==> src/radio_port_regs.vh <==
// register offsets, field positions, reset values and timing counts
// assumes a 100 MHz system clock and a plain strobe register port
`ifndef RADIO_PORT_REGS_VH
`define RADIO_PORT_REGS_VH

`define ADDR_W           4
`define ADDR_CTRL        4'h0
`define ADDR_FAULT_MASK  4'h1
`define ADDR_FAULT_CAUSE 4'h2
`define ADDR_STATUS      4'h3
`define ADDR_BAUD        4'h4

`define CTRL_ACK_EN      0
`define CTRL_RST         8'h00
`define FAULT_MASK_RST   8'h00

`define STAT_DRAINED     7
`define STAT_CTS_N       6
`define STAT_SLEEP       5
`define STAT_ACK_WAIT    4

`define CLK_HZ           100000000
`define BAUD_HZ          115200
`define BAUD_DIV_RST     16'h0364

`define FIFO_W           8
`define FIFO_D           16

`endif

==> src/byte_fifo.v <==
// flip-flop fifo with valid/ready on both sides
// assumes one clock; full and empty are registered flags
module byte_fifo #(
	parameter W  = 8,
	parameter D  = 16,
	parameter AW = 4
) (
	input  wire          clk_sys,
	input  wire          reset,
	input  wire [W-1:0]  in_data,
	input  wire          in_valid,
	output wire          in_ready,
	output wire [W-1:0]  out_data,
	output wire          out_valid,
	input  wire          out_ready,
	output wire [AW:0]   level
);
	reg [W-1:0] mem_r [0:D-1];
	reg [AW-1:0] wp_r;
	reg [AW-1:0] rp_r;
	reg [AW:0]   cnt_r;
	reg          full_r;
	reg          empty_r;
	wire         push = in_valid & ~full_r;
	wire         pop  = out_ready & ~empty_r;
	reg [AW:0]   cnt_nxt;

	assign in_ready  = ~full_r;
	assign out_valid = ~empty_r;
	assign out_data  = mem_r[rp_r];
	assign level     = cnt_r;

	always @* begin
		cnt_nxt = cnt_r;
		if (push & ~pop)
			cnt_nxt = cnt_r + 1'b1;
		else if (pop & ~push)
			cnt_nxt = cnt_r - 1'b1;
	end

	always @(posedge clk_sys) begin
		if (push)
			mem_r[wp_r] <= in_data;
	end

	always @(posedge clk_sys) begin
		if (reset) begin
			wp_r    <= {AW{1'b0}};
			rp_r    <= {AW{1'b0}};
			cnt_r   <= {(AW+1){1'b0}};
			full_r  <= 1'b0;
			empty_r <= 1'b1;
		end else begin
			if (push)
				wp_r <= wp_r + 1'b1;
			if (pop)
				rp_r <= rp_r + 1'b1;
			cnt_r   <= cnt_nxt;
			full_r  <= (cnt_nxt == D[AW:0]);
			empty_r <= (cnt_nxt == {(AW+1){1'b0}});
		end
	end
endmodule // byte_fifo

==> src/serial_byte_link.v <==
// 8n1 serial receiver and transmitter, bit time set by a divisor
// assumes rx_in is already synchronised to clk_sys
module serial_byte_link (
	input  wire        clk_sys,
	input  wire        reset,
	input  wire [15:0] div,
	input  wire        rx_in,
	output reg  [7:0]  rx_data,
	output reg         rx_valid,
	input  wire [7:0]  tx_data,
	input  wire        tx_load,
	output wire        tx_busy,
	output reg         tx_line
);
	reg [15:0] rx_cnt_r;
	reg [3:0]  rx_bit_r;
	reg        rx_act_r;
	reg [7:0]  rx_sh_r;
	reg [15:0] tx_cnt_r;
	reg [3:0]  tx_bit_r;
	reg [8:0]  tx_sh_r;

	assign tx_busy = (tx_bit_r != 4'h0);

	always @(posedge clk_sys) begin
		if (reset) begin
			rx_cnt_r <= 16'h0000;
			rx_bit_r <= 4'h0;
			rx_act_r <= 1'b0;
			rx_sh_r  <= 8'h00;
			rx_data  <= 8'h00;
			rx_valid <= 1'b0;
		end else begin
			rx_valid <= 1'b0;
			if (!rx_act_r) begin
				if (!rx_in) begin
					// first sample lands mid start bit
					rx_act_r <= 1'b1;
					rx_cnt_r <= {1'b0, div[15:1]};
					rx_bit_r <= 4'h0;
				end
			end else if (rx_cnt_r != 16'h0000) begin
				rx_cnt_r <= rx_cnt_r - 16'h0001;
			end else begin
				rx_cnt_r <= div;
				rx_bit_r <= rx_bit_r + 4'h1;
				if (rx_bit_r == 4'h0) begin
					if (rx_in)
						rx_act_r <= 1'b0;
				end else if (rx_bit_r == 4'h9) begin
					rx_act_r <= 1'b0;
					rx_data  <= rx_sh_r;
					rx_valid <= rx_in;
				end else begin
					rx_sh_r <= {rx_in, rx_sh_r[7:1]};
				end
			end
		end
	end

	always @(posedge clk_sys) begin
		if (reset) begin
			tx_cnt_r <= 16'h0000;
			tx_bit_r <= 4'h0;
			tx_sh_r  <= 9'h1FF;
			tx_line  <= 1'b1;
		end else if (tx_bit_r == 4'h0) begin
			tx_line <= 1'b1;
			if (tx_load) begin
				tx_sh_r  <= {1'b1, tx_data};
				tx_line  <= 1'b0;
				tx_cnt_r <= div;
				tx_bit_r <= 4'hA;
			end
		end else if (tx_cnt_r != 16'h0000) begin
			tx_cnt_r <= tx_cnt_r - 16'h0001;
		end else begin
			tx_cnt_r <= div;
			tx_bit_r <= tx_bit_r - 4'h1;
			tx_line  <= (tx_bit_r == 4'h1) ? 1'b1 : tx_sh_r[0];
			tx_sh_r  <= {1'b1, tx_sh_r[8:1]};
		end
	end
endmodule // serial_byte_link

==> src/radio_module_host_port.v <==
// host-facing port of a hopping radio module: serial link, flow control,
// fault alert, restore sequence, amp gates and activity light
// assumes the modem core sits on the user ports and shares clk_sys
// Function
// - reset pin held low resets the block; it runs again once high
// - bytes taken as commands while select low, payload while high
// - sleep pin low puts the block idle; high resumes operation
// - four high pulses then a long high restore factory defaults
// - air payload and command replies share one serial output
// - reply marker low for command replies, high for air data
// - receive amp gate high while receiving
// - transmit amp gate high while transmitting
// - fault alert rises for fault causes enabled in the mask
// - reading the fault cause register drops the fault alert
// - queue-drained high when the serial input buffer is empty
// - with ack on, drained waits for remote ack or retry fault
// - activity light flashes with lengths telling the state
`include "radio_port_regs.vh"
module radio_module_host_port #(
	parameter RESTORE_HOLD_CYC = 32'd50000000,
	parameter BLINK_W          = 24
) (
	input  wire                clk_sys,
	input  wire                reset,
	input  wire [`ADDR_W-1:0]  reg_addr,
	input  wire [7:0]          reg_wdata,
	input  wire                reg_wr,
	input  wire                reg_rd,
	output reg  [7:0]          reg_rdata,
	input  wire                reset_pin_n,
	input  wire                serial_in,
	input  wire                cmd_select_n,
	input  wire                power_down_n,
	input  wire                defaults_restore_in,
	output wire                serial_out,
	output reg                 cts_n,
	output reg                 reply_marker_n,
	output reg                 tx_queue_drained,
	output reg                 fault_alert_out,
	output reg                 rx_amp_gate,
	output reg                 tx_amp_gate,
	output reg                 activity_light,
	output reg                 restore_defaults,
	output reg  [7:0]          cmd_byte,
	output reg                 cmd_valid,
	output reg  [7:0]          pay_data,
	output reg                 pay_valid,
	input  wire                pay_ready,
	input  wire [7:0]          resp_data,
	input  wire                resp_valid,
	output reg                 resp_take,
	input  wire [7:0]          air_data,
	input  wire                air_valid,
	output reg                 air_take,
	input  wire                radio_rx_busy,
	input  wire                radio_tx_busy,
	input  wire                ack_seen,
	input  wire                retry_fault,
	input  wire [7:0]          fault_evt
);
	localparam NPIN = 5;
	localparam LS_IDLE = 2'b00;
	localparam LS_HIGH = 2'b01;
	localparam LS_LOW  = 2'b10;
	localparam LS_DONE = 2'b11;

	wire [NPIN-1:0] pin_raw;
	wire [NPIN-1:0] pin_rst;
	reg  [NPIN-1:0] s1_r;
	reg  [NPIN-1:0] s2_r;
	reg  [NPIN-1:0] s3_r;
	reg  [NPIN-1:0] pin_r;
	reg  [7:0]      ctrl_r;
	reg  [7:0]      mask_r;
	reg  [7:0]      cause_r;
	reg  [15:0]     baud_r;
	reg             ack_wait_r;
	reg  [1:0]      rs_state_r;
	reg  [2:0]      rs_cnt_r;
	reg  [31:0]     rs_hold_r;
	reg  [BLINK_W-1:0] blink_r;
	wire            rx_s;
	wire            sel_n_s;
	wire            pd_n_s;
	wire            rst_n_s;
	wire            rs_s;
	wire            blk_rst;
	wire            sleep;
	wire [7:0]      rx_byte;
	wire            rx_stb;
	wire            tx_busy;
	wire            tx_load;
	wire [7:0]      tx_byte;
	wire            fifo_in_ready;
	wire [7:0]      fifo_out;
	wire            fifo_out_valid;
	wire            fifo_pop;
	wire [4:0]      fifo_level;
	wire            pay_fire;
	wire            rd_cause;
	wire            push_pay;

	assign pin_raw = {defaults_restore_in, reset_pin_n, power_down_n,
		cmd_select_n, serial_in};
	assign pin_rst = 5'h0F;

	// three stages; a change is taken once stages two and three agree
	genvar gi;
	generate
		for (gi = 0; gi < NPIN; gi = gi + 1) begin : g_sync
			always @(posedge clk_sys) begin
				if (reset) begin
					s1_r[gi]  <= pin_rst[gi];
					s2_r[gi]  <= pin_rst[gi];
					s3_r[gi]  <= pin_rst[gi];
					pin_r[gi] <= pin_rst[gi];
				end else begin
					s1_r[gi] <= pin_raw[gi];
					s2_r[gi] <= s1_r[gi];
					s3_r[gi] <= s2_r[gi];
					if (s2_r[gi] == s3_r[gi])
						pin_r[gi] <= s3_r[gi];
				end
			end
		end
	endgenerate

	assign rx_s    = pin_r[0];
	assign sel_n_s = pin_r[1];
	assign pd_n_s  = pin_r[2];
	assign rst_n_s = pin_r[3];
	assign rs_s    = pin_r[4];
	assign blk_rst = reset | ~rst_n_s;
	assign sleep   = ~pd_n_s;

	// link held in reset while asleep, so no byte is half-taken
	serial_byte_link u_link (
		.clk_sys  (clk_sys),
		.reset    (blk_rst | sleep),
		.div      (baud_r),
		.rx_in    (rx_s),
		.rx_data  (rx_byte),
		.rx_valid (rx_stb),
		.tx_data  (tx_byte),
		.tx_load  (tx_load),
		.tx_busy  (tx_busy),
		.tx_line  (serial_out)
	);

	// payload routed to the queue only while select is high
	assign push_pay = rx_stb & sel_n_s;

	byte_fifo #(
		.W  (`FIFO_W),
		.D  (`FIFO_D),
		.AW (4)
	) u_fifo (
		.clk_sys   (clk_sys),
		.reset     (blk_rst),
		.in_data   (rx_byte),
		.in_valid  (push_pay),
		.in_ready  (fifo_in_ready),
		.out_data  (fifo_out),
		.out_valid (fifo_out_valid),
		.out_ready (fifo_pop),
		.level     (fifo_level)
	);

	assign pay_fire = pay_valid & pay_ready;
	assign fifo_pop = fifo_out_valid & (~pay_valid | pay_fire) & ~sleep;

	always @(posedge clk_sys) begin
		if (blk_rst) begin
			cmd_byte  <= 8'h00;
			cmd_valid <= 1'b0;
			pay_data  <= 8'h00;
			pay_valid <= 1'b0;
		end else begin
			cmd_valid <= rx_stb & ~sel_n_s;
			if (rx_stb & ~sel_n_s)
				cmd_byte <= rx_byte;
			if (fifo_pop) begin
				pay_data  <= fifo_out;
				pay_valid <= 1'b1;
			end else if (pay_fire) begin
				pay_valid <= 1'b0;
			end
		end
	end

	// one fifo slot of margin covers the host's reaction to the flag
	always @(posedge clk_sys) begin
		if (blk_rst)
			cts_n <= 1'b1;
		else
			cts_n <= sleep | ~fifo_in_ready
				| (fifo_level >= 5'd15);
	end

	// replies win over air data; marker follows each loaded byte
	assign tx_load = ~tx_busy & ~sleep & ~resp_take & ~air_take
		& (resp_valid | air_valid);
	assign tx_byte = resp_valid ? resp_data : air_data;

	always @(posedge clk_sys) begin
		if (blk_rst) begin
			resp_take      <= 1'b0;
			air_take       <= 1'b0;
			reply_marker_n <= 1'b1;
		end else begin
			resp_take <= tx_load & resp_valid;
			air_take  <= tx_load & ~resp_valid;
			if (tx_load)
				reply_marker_n <= ~resp_valid;
		end
	end

	// ack wait: a new byte leaving beats an ack in the same cycle
	always @(posedge clk_sys) begin
		if (blk_rst)
			ack_wait_r <= 1'b0;
		else if (pay_fire & ctrl_r[`CTRL_ACK_EN])
			ack_wait_r <= 1'b1;
		else if (ack_seen | retry_fault | ~ctrl_r[`CTRL_ACK_EN])
			ack_wait_r <= 1'b0;
	end

	always @(posedge clk_sys) begin
		if (blk_rst)
			tx_queue_drained <= 1'b1;
		else
			tx_queue_drained <= (fifo_level == 5'd0) & ~pay_valid
				& ~push_pay & ~ack_wait_r;
	end

	always @(posedge clk_sys) begin
		if (blk_rst) begin
			rx_amp_gate <= 1'b0;
			tx_amp_gate <= 1'b0;
		end else begin
			rx_amp_gate <= radio_rx_busy & ~sleep;
			tx_amp_gate <= radio_tx_busy & ~sleep;
		end
	end

	// register port: writes steer, reads answer one cycle later
	assign rd_cause = reg_rd & (reg_addr == `ADDR_FAULT_CAUSE);

	always @(posedge clk_sys) begin
		if (blk_rst) begin
			ctrl_r <= `CTRL_RST;
			mask_r <= `FAULT_MASK_RST;
			baud_r <= `BAUD_DIV_RST;
		end else if (reg_wr) begin
			if (reg_addr == `ADDR_CTRL)
				ctrl_r <= reg_wdata;
			else if (reg_addr == `ADDR_FAULT_MASK)
				mask_r <= reg_wdata;
			else if (reg_addr == `ADDR_BAUD)
				baud_r <= {8'h00, reg_wdata};
		end
	end

	// baud reg holds the low byte only; reset value keeps 115200
	always @(posedge clk_sys) begin
		if (blk_rst)
			reg_rdata <= 8'h00;
		else if (reg_rd) begin
			if (reg_addr == `ADDR_CTRL)
				reg_rdata <= ctrl_r;
			else if (reg_addr == `ADDR_FAULT_MASK)
				reg_rdata <= mask_r;
			else if (reg_addr == `ADDR_FAULT_CAUSE)
				reg_rdata <= cause_r;
			else if (reg_addr == `ADDR_STATUS)
				reg_rdata <= {tx_queue_drained, cts_n, sleep,
					ack_wait_r, fifo_level[3:0]};
			else if (reg_addr == `ADDR_BAUD)
				reg_rdata <= baud_r[7:0];
			else
				reg_rdata <= 8'h00;
		end else
			reg_rdata <= 8'h00;
	end

	// sticky causes; an event in the read cycle survives the clear
	always @(posedge clk_sys) begin
		if (blk_rst)
			cause_r <= 8'h00;
		else if (rd_cause)
			cause_r <= fault_evt;
		else
			cause_r <= cause_r | fault_evt;
	end

	always @(posedge clk_sys) begin
		if (blk_rst)
			fault_alert_out <= 1'b0;
		else if (rd_cause)
			fault_alert_out <= |(fault_evt & mask_r);
		else
			fault_alert_out <= |((cause_r | fault_evt) & mask_r);
	end

	// restore: four high pulses, then a high held for the hold count
	always @(posedge clk_sys) begin
		if (blk_rst) begin
			rs_state_r       <= LS_IDLE;
			rs_cnt_r         <= 3'd0;
			rs_hold_r        <= 32'd0;
			restore_defaults <= 1'b0;
		end else begin
			restore_defaults <= 1'b0;
			case (rs_state_r)
			LS_IDLE: begin
				rs_cnt_r  <= 3'd0;
				rs_hold_r <= 32'd0;
				if (rs_s)
					rs_state_r <= LS_HIGH;
			end
			LS_HIGH: begin
				if (!rs_s) begin
					rs_state_r <= LS_LOW;
					rs_hold_r  <= 32'd0;
					if (rs_cnt_r != 3'd4)
						rs_cnt_r <= rs_cnt_r + 3'd1;
				end else if (rs_hold_r == RESTORE_HOLD_CYC - 32'd1) begin
					if (rs_cnt_r == 3'd4) begin
						restore_defaults <= 1'b1;
						rs_state_r       <= LS_DONE;
					end else begin
						rs_cnt_r  <= 3'd0;
						rs_hold_r <= 32'd0;
					end
				end else
					rs_hold_r <= rs_hold_r + 32'd1;
			end
			LS_LOW: begin
				if (rs_s) begin
					rs_state_r <= LS_HIGH;
					rs_hold_r  <= 32'd0;
				end
			end
			default: begin
				if (!rs_s)
					rs_state_r <= LS_IDLE;
			end
			endcase
		end
	end

	// flash length tells the state: off asleep, short idle, long busy
	always @(posedge clk_sys) begin
		if (blk_rst) begin
			blink_r        <= {BLINK_W{1'b0}};
			activity_light <= 1'b0;
		end else begin
			blink_r <= blink_r + 1'b1;
			if (sleep)
				activity_light <= 1'b0;
			else if (radio_tx_busy | radio_rx_busy)
				activity_light <= blink_r[BLINK_W-1];
			else
				activity_light <= &blink_r[BLINK_W-1:BLINK_W-3];
		end
	end
endmodule // radio_module_host_port

==> config.mk <==
export PLATFORM = sky130hd
export DESIGN_NAME = radio_module_host_port
export DESIGN_NICKNAME = d
export VERILOG_FILES = /design/src/byte_fifo.v /design/src/serial_byte_link.v /design/src/radio_module_host_port.v
export VERILOG_INCLUDE_DIRS = /design/src
export SDC_FILE = /design/constraint.sdc
export NUM_CORES = 1
export LEC_CHECK = 0
export BUFFER_PORTS_ARGS = -buffer_cell sky130_fd_sc_hd__buf_2
export CELL_PAD_IN_SITES_DETAIL_PLACEMENT = 1
export CELL_PAD_IN_SITES_GLOBAL_PLACEMENT = 1
export CORE_MARGIN = 2
export CORE_UTILIZATION = 45
export DETAILED_ROUTE_END_ITERATION = 16
export PLACE_DENSITY_LB_ADDON = 0.1
export SLEW_MARGIN = 10
export SYNTH_ARGS = -nofsm -noshare
export SYNTH_HDL_FRONTEND = slang
export SYNTH_SLANG_ARGS = --single-unit
==> constraint.sdc <==
create_clock -name clk_sys -period 5.5 [get_ports clk_sys]
set_input_delay 1.1 -clock clk_sys [delete_from_list [all_inputs] [get_ports clk_sys]]
set_output_delay 1.1 -clock clk_sys [all_outputs]
set_load 0.02 [all_outputs]
# After elaboration in Yosys (flattened, before gate mapping)
# Memory sizes are Yosys's and may differ from the RTL's. A register that Yosys moved wholly into a read port is not among the register bits.
# Index checks and enable logic that the tools add are counted.
# Widths: inputs -> output; s select.
totals:
  out_inout_bits: 37
  ramBits: 128
  word_cells: 248
  mem_count: 1
  inputBits: 52
  ff_bits: 227
mem_list:
  columns: ["name", "words", "word_bits", "rd", "rd_ports_with_merged_regs", "wr", "line_no", "text"]
  rows:
  - ["u_fifo.mem_r", 16, 8, 1, 1, 1, "byte_fifo.v:18", "reg [W-1:0] mem_r [0:D-1];"]
classes:
  add_sub_neg: 11
  eq_ne: 29
  muxes: 58
  magnitude_cmp: 1
  reduce_logical: 31
  bitwise_logic: 59
op_table:
  columns: ["cell", "count"]
  rows:
  - ["$mux 32", 4]
  - ["$mux 16", 6]
  - ["$pmux 32 s3", 1]
  - ["$mux 8", 7]
  - ["$add 32x1->32 const B", 1]
  - ["$eq 32x26->1 const B", 1]
  - ["$reduce_bool 16->1", 2]
  - ["$sub 16x1->16 const B", 2]
  - ["$mux 9", 3]
  - ["$not 1->1", 25]
  - ["$add 24x1->24 const B", 1]
  - ["$mux 4", 6]
  - ["$and 1x1->1", 22]
  - ["$reduce_and 4->1", 5]
  - ["$mux 1", 18]
  - ["$and 8x8->8", 2]
  - ["$reduce_or 8->1", 2]
  - ["$ne 3x3->1 const B", 5]
  - ["$add 4x1->4 const B", 3]
  - ["$logic_not 4->1", 3]
  - ["$mux 3", 4]
  - ["$logic_not 5->1", 2]
  - ["$mux 2", 5]
  - ["$mux 5", 2]
  - ["other kinds (31)", 57]

# Longest topological paths before layout
# Gate-level depths: netlist of run 1.
logic_depth:
  word_depth: 9
  depth_mapped: 9

# Modules after synthesis
# From an unflattened synthesis of run 1, not the netlist that was laid out.
hier_totals:
  cells_unflattened: 1514
  area_unflattened_um2: 16186.8
modules_own_cells:
  columns: ["mod", "cells_each", "seq_area_each_um2", "area_each_um2", "instances"]
  rows:
  - ["radio_module_host_port", 771, 3022.9, 6535.0, 1]
  - ["byte_fifo", 298, 4224.1, 5876.9, 1]
  - ["serial_byte_link", 445, 1341.3, 3774.9, 1]

# Least setup slack after synthesis of run 1
# OpenSTA, ideal clock, no wires.
synth_path:
  path_type: "register -> register"
  start: "reg u_link.rx_cnt_r[0]"
  end: "reg u_link.rx_sh_r[0]"
  period_less_slack_ns: 2.568
  n_path_buf: 1
  stages_incl_launch_ff: 9
  required_ns: 5.372
  arrival_time_ns: 2.440
  slack_ns: 2.932
  setup_time_ns: 0.128
  path_cell_list: "dfxtp_1 > inv_1 > ha_1 > or4b_1 > or4_1 > buf_4 > nor3_4 > mux2i_1 > nor2_1"
synth_via:
  elab_chain_len: 3
synth_rtl:
  columns: ["item", "line_no", "text"]
  rows:
  - ["start, declared", "serial_byte_link.v:15", "reg [15:0] rx_cnt_r;"]
  - ["start signal, assigned", "serial_byte_link.v:39", "rx_cnt_r <= {1'b0, div[15:1]};"]
  - ["start signal, assigned", "serial_byte_link.v:43", "rx_cnt_r <= rx_cnt_r - 16'h0001;"]
  - ["start signal, assigned", "serial_byte_link.v:45", "rx_cnt_r <= div;"]
  - ["$reduce_bool 16->1", "serial_byte_link.v:42", "end else if (rx_cnt_r != 16'h0000) begin"]
  - ["$not 1->1 (no source line)", null, null]
  - ["$reduce_and 4->1 (no source line)", null, null]
  - ["end signal, assigned", "serial_byte_link.v:55", "rx_sh_r <= {rx_in, rx_sh_r[7:1]};"]
  - ["end, declared", "serial_byte_link.v:18", "reg [7:0] rx_sh_r;"]
# No other way between the ends.
# A chain may end at the register's enable or synchronous reset.

# Worst setup path in the final report of run 1
layout_path:
  start: "reg u_link.rx_cnt_r[0]"
  end: "reg u_link.rx_data[6]"
layout_via:
  elab_chain_len: 3
layout_rtl:
  columns: ["item", "line_no", "text"]
  rows:
  - ["$reduce_bool 16->1", "serial_byte_link.v:42", null]
  - ["$not 1->1 (no source line)", null, null]
  - ["$reduce_and 4->1 (no source line)", null, null]
  - ["end signal, assigned", "serial_byte_link.v:52", "rx_data <= rx_sh_r;"]
  - ["end, declared", "serial_byte_link.v:8", "output reg [7:0] rx_data,"]
# No other way between the ends.

==> impl_metrics.json, run 1 <==
{
  "final_layout_size_suffix_gt1_frac": 0.149,
  "finalMaxSlewViolations": 0,
  "root_buffer": "clkbuf_16",
  "use_met1": 0.318,
  "final.setup_skew_ns": 0.0245,
  "reg2regPathDepth": 6,
  "cts_resized": 0,
  "use_met2": 0.376,
  "swShare": 0.265,
  "grtUsageTotal": 0.228,
  "vias": 11800,
  "place_area_mm2": 0.0164,
  "layout.nets": 1619,
  "core_area_mm2": 0.0343,
  "muxShareOfSynthArea": 0.0846,
  "cp.arrival_ns": 3.64,
  "fmax_mhz": 306,
  "netlist_instances": 1481,
  "rows": 68,
  "busiest_layer": "met2",
  "gp_congestion": 0.802,
  "cp-start-kind": "flop",
  "seq_power_share": 0.458,
  "ir_drop_mv": 0.337,
  "cts_setup_buffers": 0,
  "htreeDepth": 2,
  "drcViolationCount": 0,
  "synthArstFlopShare": 0,
  "crit_path_max_fanout": 17,
  "synth_top_family_by_area": "simple AND/OR/NAND/NOR gates",
  "reg2reg_slack_ns": 2.23,
  "cp_num_buf_inv": 1,
  "wl_per_cell_um": 19.9,
  "ys_warn_count": 0,
  "period_share": 0.594,
  "end_kind": "flop",
  "syn-cell-area_mm2": 0.0155,
  "whs_path_depth": 1,
  "final_area_mm2": 0.0177,
  "cp.required_ns": 5.87,
  "final_cell_mix": "232 x dfxtp_1, 147 x nor2_1, 132 x nand2_1, 128 x edfxtp_1, 114 x a21oi_1",
  "rsz0062_at_grt": "no",
  "synth-simple-area-share": 0.181,
  "crit_slowest_cell": "or4_1",
  "antenna_found_initial": 1,
  "setup_ws_ns": 2.23,
  "period_needed_ns": 3.27,
  "synthFlopType": "dfxtp_1",
  "max_slew_margin": 0.274,
  "grt_pass1_wl_mm": 65.3,
  "synthXorXnorAreaFrac": 0.0186,
  "grt_pass1_vias": 11900,
  "syn_area_per_cell_um2": 10.5,
  "dr.pass1.iters": 5,
  "ios": 89,
  "ctsHoldBuffers": 0,
  "p_clk_frac": 0.413,
  "cp-endpoint": "u_link.rx_data[6]",
  "tns_ns": 0,
  "area_delta_synth_final_pct": 13.8,
  "numCtsBuffers": 40,
  "synth.distinct_cells": 71,
  "synth_compound_area_frac": 0.126,
  "die_w_um": 190,
  "cp_slowest_stage_delay_ns": 0.90,
  "maxCapViolCount": 0,
  "layout_commonest_cell": "dfxtp_1",
  "crit_chain": "inv_1 -> ha_1 -> or4b_1 -> or4_1 -> nor4_4 -> o21ai_0",
  "drt_iter0_markers": 641,
  "hold_path.class": "reg -> reg",
  "synth_edf_count": 128,
  "synth-seq-cells": 361,
  "p_int_mw": 4.70,
  "synth_fp_nets": 1552,
  "start_util": 0.453,
  "finalSetupViolations": 0,
  "tightest_slew_ns": 1.08,
  "p_per_area_mw_per_mm2": 362,
  "hold_viol": 0,
  "hold_slack_ns": 0.408,
  "synthAdderAreaFrac": 0.0153,
  "r2r-end": "u_link.rx_data[6]",
  "rr_startpoint": "u_link.rx_cnt_r[0]",
  "clock_latency_ns": 0.55,
  "cts_tree": "done",
  "p_leak_nw": 5.78,
  "p_total_mw": 6.40,
  "cp.depth": 6,
  "vias_per_cell": 5.79,
  "drtAntennaViolNets": 0,
  "gr-total-overflow": 0,
  "die_h_um": 190,
  "clk_pin_slew_ns": 0.06,
  "pre_cts_ws_ns": 2.19,
  "outcome": "complete, no violations",
  "totalWireLength_mm": 40.6,
  "cts.path.max_buffers": 3,
  "port_buffers": 88,
  "cts_num_sinks": 361,
  "grt_util_met3": 0.0365,
  "crit_start": "u_link.rx_cnt_r[0]",
  "grt_max_degree": 84,
  "p_switching_mw": 1.70,
  "path_delay_family": "simple AND/OR/NAND/NOR gates",
  "worstSetupPathType": "reg -> reg",
  "power_frac_comb": 0.129,
  "hpwl_mm": 27.2,
  "ys_seq_area_frac": 0.548,
  "dieArea_mm2": 0.0360
}
## stage by stage
stage	util	std cells
2_1_floorplan	-	1481
3_3_place_gp	0.478	1961
3_5_place_dp	0.478	1961
4_1_cts	0.515	2034
5_1_grt	0.515	2034
6_report	0.515	2035
## final cells by class
cell class,instances,area (µm²)
antenna,1,2.50
sequential,361,8510
timing repair buffer,103,553
clock inverter,17,185
tap,455,569
multi-input combinational,1010,6620
fill,3757,16600
inverter,32,120
clock buffer,56,1110
## kinds of logic after synthesis
| group | after synthesis |
|---|---|
| AOI/OAI and AO/OA | 314 |
| xor gates and xnor gates | 33 |
| adders and majority gates | 19 |
| buffers and inverters | 110 |
| DFF | 361 |
| muxes | 81 |
| and+or+nand+nor | 563 |
## sequential cells by signal, indices dropped and copies added, names as in the netlist, 3 cells and up
register and cells:
s2_r 5, u_fifo.rp_r 4, u_link.rx_sh_r 8, s3_r 5
ctrl_r 8, u_link.rx_data 8, u_fifo.mem_r 128, u_link.rx_bit_r 4
u_link.tx_sh_r 8, s1_r 5, blink_r 24, u_fifo.wp_r 4
u_link.rx_cnt_r 16, rs_hold_r 32, rs_cnt_r 3, cmd_byte 8
cause_r 8, mask_r 8, u_link.tx_cnt_r 16, reg_rdata 8
u_link.tx_bit_r 4, u_fifo.level 5, baud_r 9, pay_data 8
## worst register-to-register path: stages (launching register included)
cell and delay (ns):
dfxtp_1 0.34, inv_1 0.07, ha_1 0.23, or4b_1 0.55, or4_1 0.90, nor4_4 0.79
o21ai_0 0.23
## worst min-delay path by stage
| stage | from | end | slack [ns] |
|---|---|---|---|
| 2_1_floorplan | s1_r[0] | s2_r[0] | 0.39 |
| 6_report | s1_r[2] | s2_r[2] | 0.41 |
| 3_3_place_gp | s1_r[0] | s2_r[0] | 0.39 |
| 5_1_grt | s1_r[2] | s2_r[2] | 0.43 |
| 3_5_place_dp | s1_r[0] | s2_r[0] | 0.40 |
| 4_1_cts | s1_r[3] | s2_r[3] | 0.41 |
## metal layers
layer | wire [µm] | vias to the layer above
li1 | - | 5626
met2 | 19300 | 204
met1 | 18900 | 5888
met5 | 0 | -
met4 | 658 | 0
met3 | 1780 | 57
## synthesized netlist by cell type, drive strengths merged (17+ instances only)
cell    number  area, µm²
dfxtp      233       4660
nor2       149        567
nand2      132        495
edfxtp     128       3840
a21oi      114        571
o21ai       66        330
clkbuf      62        233
nand3       62        310
mux4        40        901
mux2i       38        380
nor3        38        201
inv         32        120
nand4       25        156
nor4        23        165
or4         22        165
ha          19        238
xnor2       19        166
nand2b      17        106
## power groups by stage
stage	Clock (mW)	Sequential, mW	Combinational [mW]
CTS	2.71	2.93	0.833
global route	2.83	2.94	0.930
global placement	0	2.98	0.808
detailed placement	0	2.98	0.827
floorplan	0	2.97	0.599
finish	2.64	2.93	0.827
No activity file was read; power rests on OpenSTA's default activity.
==> run 2, diff against run 1 <==
CORE_UTILIZATION = 44   (was 45)
clock period = 2.8 ns   (was 5.5 ns; I/O delays follow)
==> run 2 against run 1 <==
Register-to-register slack got worse by 2.0 ns. Hold slack worse by 0.20 ns. Setup slack got worse by 2.0 ns. Largest power group unchanged.
==> impl_metrics.json, run 2 (synthesized netlist as in run 1, its figures left out) <==
{
  "grt_pass1_vias": 12200,
  "grt_max_degree": 77,
  "final_layout_size_suffix_gt1_frac": 0.174,
  "p_leak_nw": 6.04,
  "largest_register": "u_fifo.mem_r",
  "reg2regPathDepth": 8,
  "r2r-end": "u_link.rx_cnt_r[3]",
  "rows": 68,
  "end_kind": "flop",
  "busiest_layer": "met2",
  "finalSetupViolations": 0,
  "maxCapViolCount": 0,
  "place_area_mm2": 0.0167,
  "hold_viol": 0,
  "ios": 89,
  "crit_slowest_cell": "or4_4",
  "drt_iter0_markers": 649,
  "largestRegisters": "u_fifo.mem_r: 128 flops, rs_hold_r: 32 flops, blink_r: 24 flops",
  "final.setup_skew_ns": 0.0183,
  "ctsHoldBuffers": 0,
  "cp.required_ns": 3.23,
  "cts_tree": "done",
  "outcome": "complete, no violations",
  "use_met2": 0.393,
  "crit_path_max_fanout": 12,
  "p_per_area_mw_per_mm2": 714,
  "grt_util_met3": 0.0334,
  "core_area_mm2": 0.0346,
  "wl_per_cell_um": 19.7,
  "numCtsBuffers": 41,
  "drtAntennaViolNets": 0,
  "layout.nets": 1661,
  "final_cell_mix": "232 x dfxtp_1, 147 x nor2_1, 132 x nand2_1, 128 x edfxtp_1, 114 x a21oi_1",
  "ir_drop_mv": 0.581,
  "fillers": 3746,
  "cp_num_buf_inv": 2,
  "rr_startpoint": "u_link.rx_cnt_r[0]",
  "hpwl_mm": 27.8,
  "cts.path.max_buffers": 3,
  "worstSetupPathType": "reg -> reg",
  "drcViolationCount": 0,
  "totalWireLength_mm": 40.9,
  "rsz0062_at_grt": "no",
  "final_area_mm2": 0.0181,
  "finalMaxSlewViolations": 0,
  "hold_path.class": "in -> reg",
  "place_inst": 2002,
  "period_share": 0.906,
  "cp_slowest_stage_delay_ns": 0.62,
  "fmax_mhz": 394,
  "cp.depth": 8,
  "vias_per_cell": 5.71,
  "cts_num_sinks": 361,
  "gp_congestion": 0.832,
  "cp-endpoint": "u_link.rx_cnt_r[3]",
  "cp-start-kind": "flop",
  "multiInputGateArea_mm2": 0.00663,
  "clk_pin_slew_ns": 0.06,
  "dieArea_mm2": 0.0368,
  "crit_chain": "inv_1 -> ha_1 -> or4b_1 -> or4_4 -> buf_4 -> nor2_4 -> a211oi_1 -> a2111oi_0",
  "largest_register_ffs": 128,
  "area_delta_synth_final_pct": 16.6,
  "crit_start": "u_link.rx_cnt_r[0]",
  "htreeDepth": 2,
  "root_buffer": "clkbuf_16",
  "start_util": 0.449,
  "dr.pass1.iters": 4,
  "reg2reg_slack_ns": 0.26,
  "clock_latency_ns": 0.55,
  "period_needed_ns": 2.54,
  "path_delay_family": "simple AND/OR/NAND/NOR gates",
  "tns_ns": 0,
  "antenna_found_initial": 0,
  "tightest_slew_ns": 0.897,
  "seqCellArea_mm2": 0.00851,
  "die_w_um": 192,
  "layout_commonest_cell": "dfxtp_1",
  "final_cells": 2076,
  "die_h_um": 192,
  "grtUsageTotal": 0.226,
  "max_slew_margin": 0.401,
  "cp.arrival_ns": 2.97,
  "use_met1": 0.296,
  "vias": 11900,
  "grt_pass1_wl_mm": 65.8,
  "cts_setup_buffers": 0,
  "port_buffers": 88,
  "num_antenna_cells": 0,
  "gr-total-overflow": 0
}
## run 2: cell count changes in the layout (fill, tap and decap cells not counted)
cell / delta
buf_4: +37
buf_12: +4
clkbuf_16: +3
clkinv_1: -3
clkbuf_1: -1
clkbuf_8: +1
clkinvlp_4: +1
diode_2: -1
or4_1: -1
or4_4: +1
## run 2: final cells by class
class,count,area share
well taps,455,0.0314
clock inverters,15,0.0100
multi-input cells,1010,0.366
clock buffers,59,0.0660
flip-flops and latches,361,0.470
repair buffers,144,0.0503
inverters,32,0.00663
## run 2: how the worst min path moves through the flow
stage	startpoint	endpoint	depth (start not counted)
3_3_place_gp	s1_r[0]	s2_r[0]	1
4_1_cts	power_down_n	s1_r[2]	2
2_1_floorplan	s1_r[0]	s2_r[0]	1
6_report	cmd_select_n	s1_r[1]	2
3_5_place_dp	s1_r[2]	s2_r[2]	1
5_1_grt	cmd_select_n	s1_r[1]	2
## run 2: metrics by stage
stage | setup WS (ns) | hold slack, ns | total power, mW | utilization
after global placement | 0.223 | 0.392 | 7.59 | 0.483
final | 0.263 | 0.204 | 12.9 | 0.523
after CTS | 0.143 | 0.177 | 13.1 | 0.523
after detailed placement | 0.148 | 0.397 | 7.63 | 0.483
after floorplan | 0.232 | 0.389 | 7.01 | -
after global routing | 0.0685 | 0.184 | 13.5 | 0.523
## run 2: routing by layer
metal | vias to the layer above | wire, µm
met2 | 191 | 20100
met5 | - | 0
li1 | 5704 | -
met4 | 0 | 726
met1 | 5912 | 18600
met3 | 53 | 1440
## run 2: power by group
part / leakage [nW] / switching (mW) / internal [mW]
clock network: 0.678 / 2.16 / 3.27
logic: 2.59 / 1.05 / 0.713
registers: 2.77 / 0.162 / 5.58
## run 2: timing repair
| action | in CTS | in global routing |
|---|---|---|
| hold endpoints to repair | 0 | 0 |
| resized for setup | 0 | 2 |
| setup endpoints to repair | 0 | 5 |
==> run 3, diff against run 2 <==
SETUP_SLACK_MARGIN = 0.4   (was not set)
SLEW_MARGIN = 20   (was 10)
==> run 3 against run 2 <==
Global-route usage is 0.21 points higher. Sequential power barely moved. Critical path depth shrank 1. Maximum frequency rose by 8.2%. Largest cell class unchanged.
==> impl_metrics.json, run 3 (synthesized netlist as in run 1, its figures left out) <==
{
  "place_inst": 2000,
  "layout.nets": 1676,
  "gr-total-overflow": 0,
  "period_share": 0.838,
  "crit_slowest_cell": "or4_4",
  "tns_ns": 0,
  "cp.arrival_ns": 2.75,
  "crit_chain": "or4_4 -> or4_4 -> buf_6 -> nor3_4 -> buf_6 -> mux2i_2 -> nor2_1",
  "busiest_layer": "met2",
  "cts_tree": "done",
  "drt_iter0_markers": 545,
  "ir_drop_mv": 0.588,
  "largestRegisters": "u_fifo.mem_r: 128 flops, rs_hold_r: 32 flops, blink_r: 24 flops",
  "grt_pass1_wl_mm": 66.7,
  "use_met2": 0.385,
  "grt_max_degree": 82,
  "rows": 68,
  "worstSetupPathType": "reg -> reg",
  "totalWireLength_mm": 41.2,
  "core_area_mm2": 0.0346,
  "clk_pin_slew_ns": 0.06,
  "cp_num_buf_inv": 2,
  "area_delta_synth_final_pct": 17.5,
  "die_h_um": 192,
  "hold_viol": 0,
  "final_cell_mix": "228 x dfxtp_1, 146 x nor2_1, 132 x nand2_1, 128 x edfxtp_1, 113 x a21oi_1",
  "drcViolationCount": 0,
  "maxCapViolCount": 0,
  "dr.pass1.iters": 5,
  "wl_per_cell_um": 19.7,
  "grt_pass1_vias": 12300,
  "hpwl_mm": 27.5,
  "largest_register_ffs": 128,
  "die_w_um": 192,
  "root_buffer": "clkbuf_16",
  "antenna_found_initial": 0,
  "port_buffers": 88,
  "path_delay_family": "simple AND/OR/NAND/NOR gates",
  "vias_per_cell": 5.76,
  "outcome": "complete, no violations",
  "p_switching_mw": 3.41,
  "fillers": 3822,
  "clock_latency_ns": 0.54,
  "num_antenna_cells": 0,
  "p_clk_frac": 0.412,
  "final_layout_size_suffix_gt1_frac": 0.190,
  "seq_power_share": 0.444,
  "cp_slowest_stage_delay_ns": 0.56,
  "p_int_mw": 9.54,
  "numCtsBuffers": 41,
  "layout_commonest_cell": "dfxtp_1",
  "dieArea_mm2": 0.0368,
  "final_cells": 2089,
  "rsz0062_at_grt": "no",
  "grtUsageTotal": 0.229,
  "start_util": 0.449,
  "power_frac_comb": 0.144,
  "finalSetupViolations": 0,
  "p_leak_nw": 6.11,
  "final.setup_skew_ns": 0.0233,
  "cp-start-kind": "flop",
  "cp.required_ns": 3.20,
  "hold_path.class": "in -> reg",
  "hold_slack_ns": 0.210,
  "drtAntennaViolNets": 0,
  "largest_register": "u_fifo.mem_r",
  "cts_num_sinks": 361,
  "max_slew_margin": 0.385,
  "swShare": 0.264,
  "grt_util_met3": 0.0338,
  "htreeDepth": 2,
  "cts.path.max_buffers": 3,
  "ios": 89,
  "crit_path_max_fanout": 7,
  "fmax_mhz": 426,
  "vias": 12000,
  "finalMaxSlewViolations": 0,
  "tightest_slew_ns": 0.919,
  "period_needed_ns": 2.35,
  "use_met1": 0.307,
  "p_per_area_mw_per_mm2": 709,
  "end_kind": "flop",
  "gp_congestion": 0.786
}
==> run 3: cell types whose count changed in the layout (fill, tap and decap cells not counted), sizes merged <==
| cell | before | now |
|---|---|---|
| buf | 144 | 158 |
| clkinv | 9 | 6 |
| clkbuf | 59 | 58 |
| inv | 34 | 36 |
| bufinv | 3 | 4 |
==> run 3: cell type report <==
| type | count | area (µm²) | area share |
|---|---|---|---|
| sequential | 361 | 8510 | 0.466 |
| multi-input combinational | 1010 | 6700 | 0.367 |
| clock buffer | 57 | 1130 | 0.0617 |
| timing repair buffer | 159 | 1040 | 0.0569 |
| tap | 455 | 569 | 0.0312 |
| clock inverter | 15 | 191 | 0.0105 |
| inverter | 32 | 120 | 0.00658 |
==> run 3: metrics by stage <==
stage / setup slack [ns] / util / instance area, µm² / power (mW)
after floorplan: 0.451 / - / 15600 / 7.02
after global placement: 0.272 / 0.483 / 16700 / 7.59
after detailed placement: 0.194 / 0.483 / 16700 / 7.65
after CTS: 0.375 / 0.526 / 18200 / 13.1
after global routing: 0.404 / 0.527 / 18300 / 13.5
final: 0.455 / 0.527 / 18300 / 12.9
==> run 3: timing repair <==
item | in CTS | in global routing
hold buffers | 0 | 0
setup buffers | 14 | 1
gates resized for setup | 17 | 13
setup endpoints to repair | 17 | 74
pin swaps | 5 | 7
gates cloned | 2 | 0
==> run 3: final timing paths <==
kind / startpoint / end / slack, ns / cells after the start
setup / recovery: u_link.rx_cnt_r[9] / u_link.rx_sh_r[1] / 0.45 / 7
hold reg to reg: s1_r[0] / s2_r[0] / 0.40 / 1
setup reg to reg: u_link.rx_cnt_r[9] / u_link.rx_sh_r[1] / 0.45 / 7
hold / removal: serial_in / s1_r[0] / 0.21 / 2
==> run 3: worst reg2reg max path, cell delays in order (launching register included) <==
cell and delay, ns:
dfxtp_1 0.37, or4_4 0.56, or4_4 0.55, buf_6 0.16
nor3_4 0.15, buf_6 0.16, mux2i_2 0.20, nor2_1 0.06
==> run 3: layer usage <==
| layer | share of wire | wire, µm |
|---|---|---|
| met5 | 0 | 0 |
| met4 | 0.019 | 773 |
| met3 | 0.042 | 1710 |
| met2 | 0.48 | 19900 |
| met1 | 0.46 | 18900 |
==> run 3: power by group through the flow <==
stage / Clock (mW) / Combinational [mW] / Sequential [mW]
global route: 5.67 / 2.09 / 5.78
detailed placement: 0 / 1.79 / 5.86
finish: 5.33 / 1.86 / 5.75
global placement: 0 / 1.74 / 5.85
CTS: 5.48 / 1.85 / 5.75
floorplan: 0 / 1.18 / 5.83
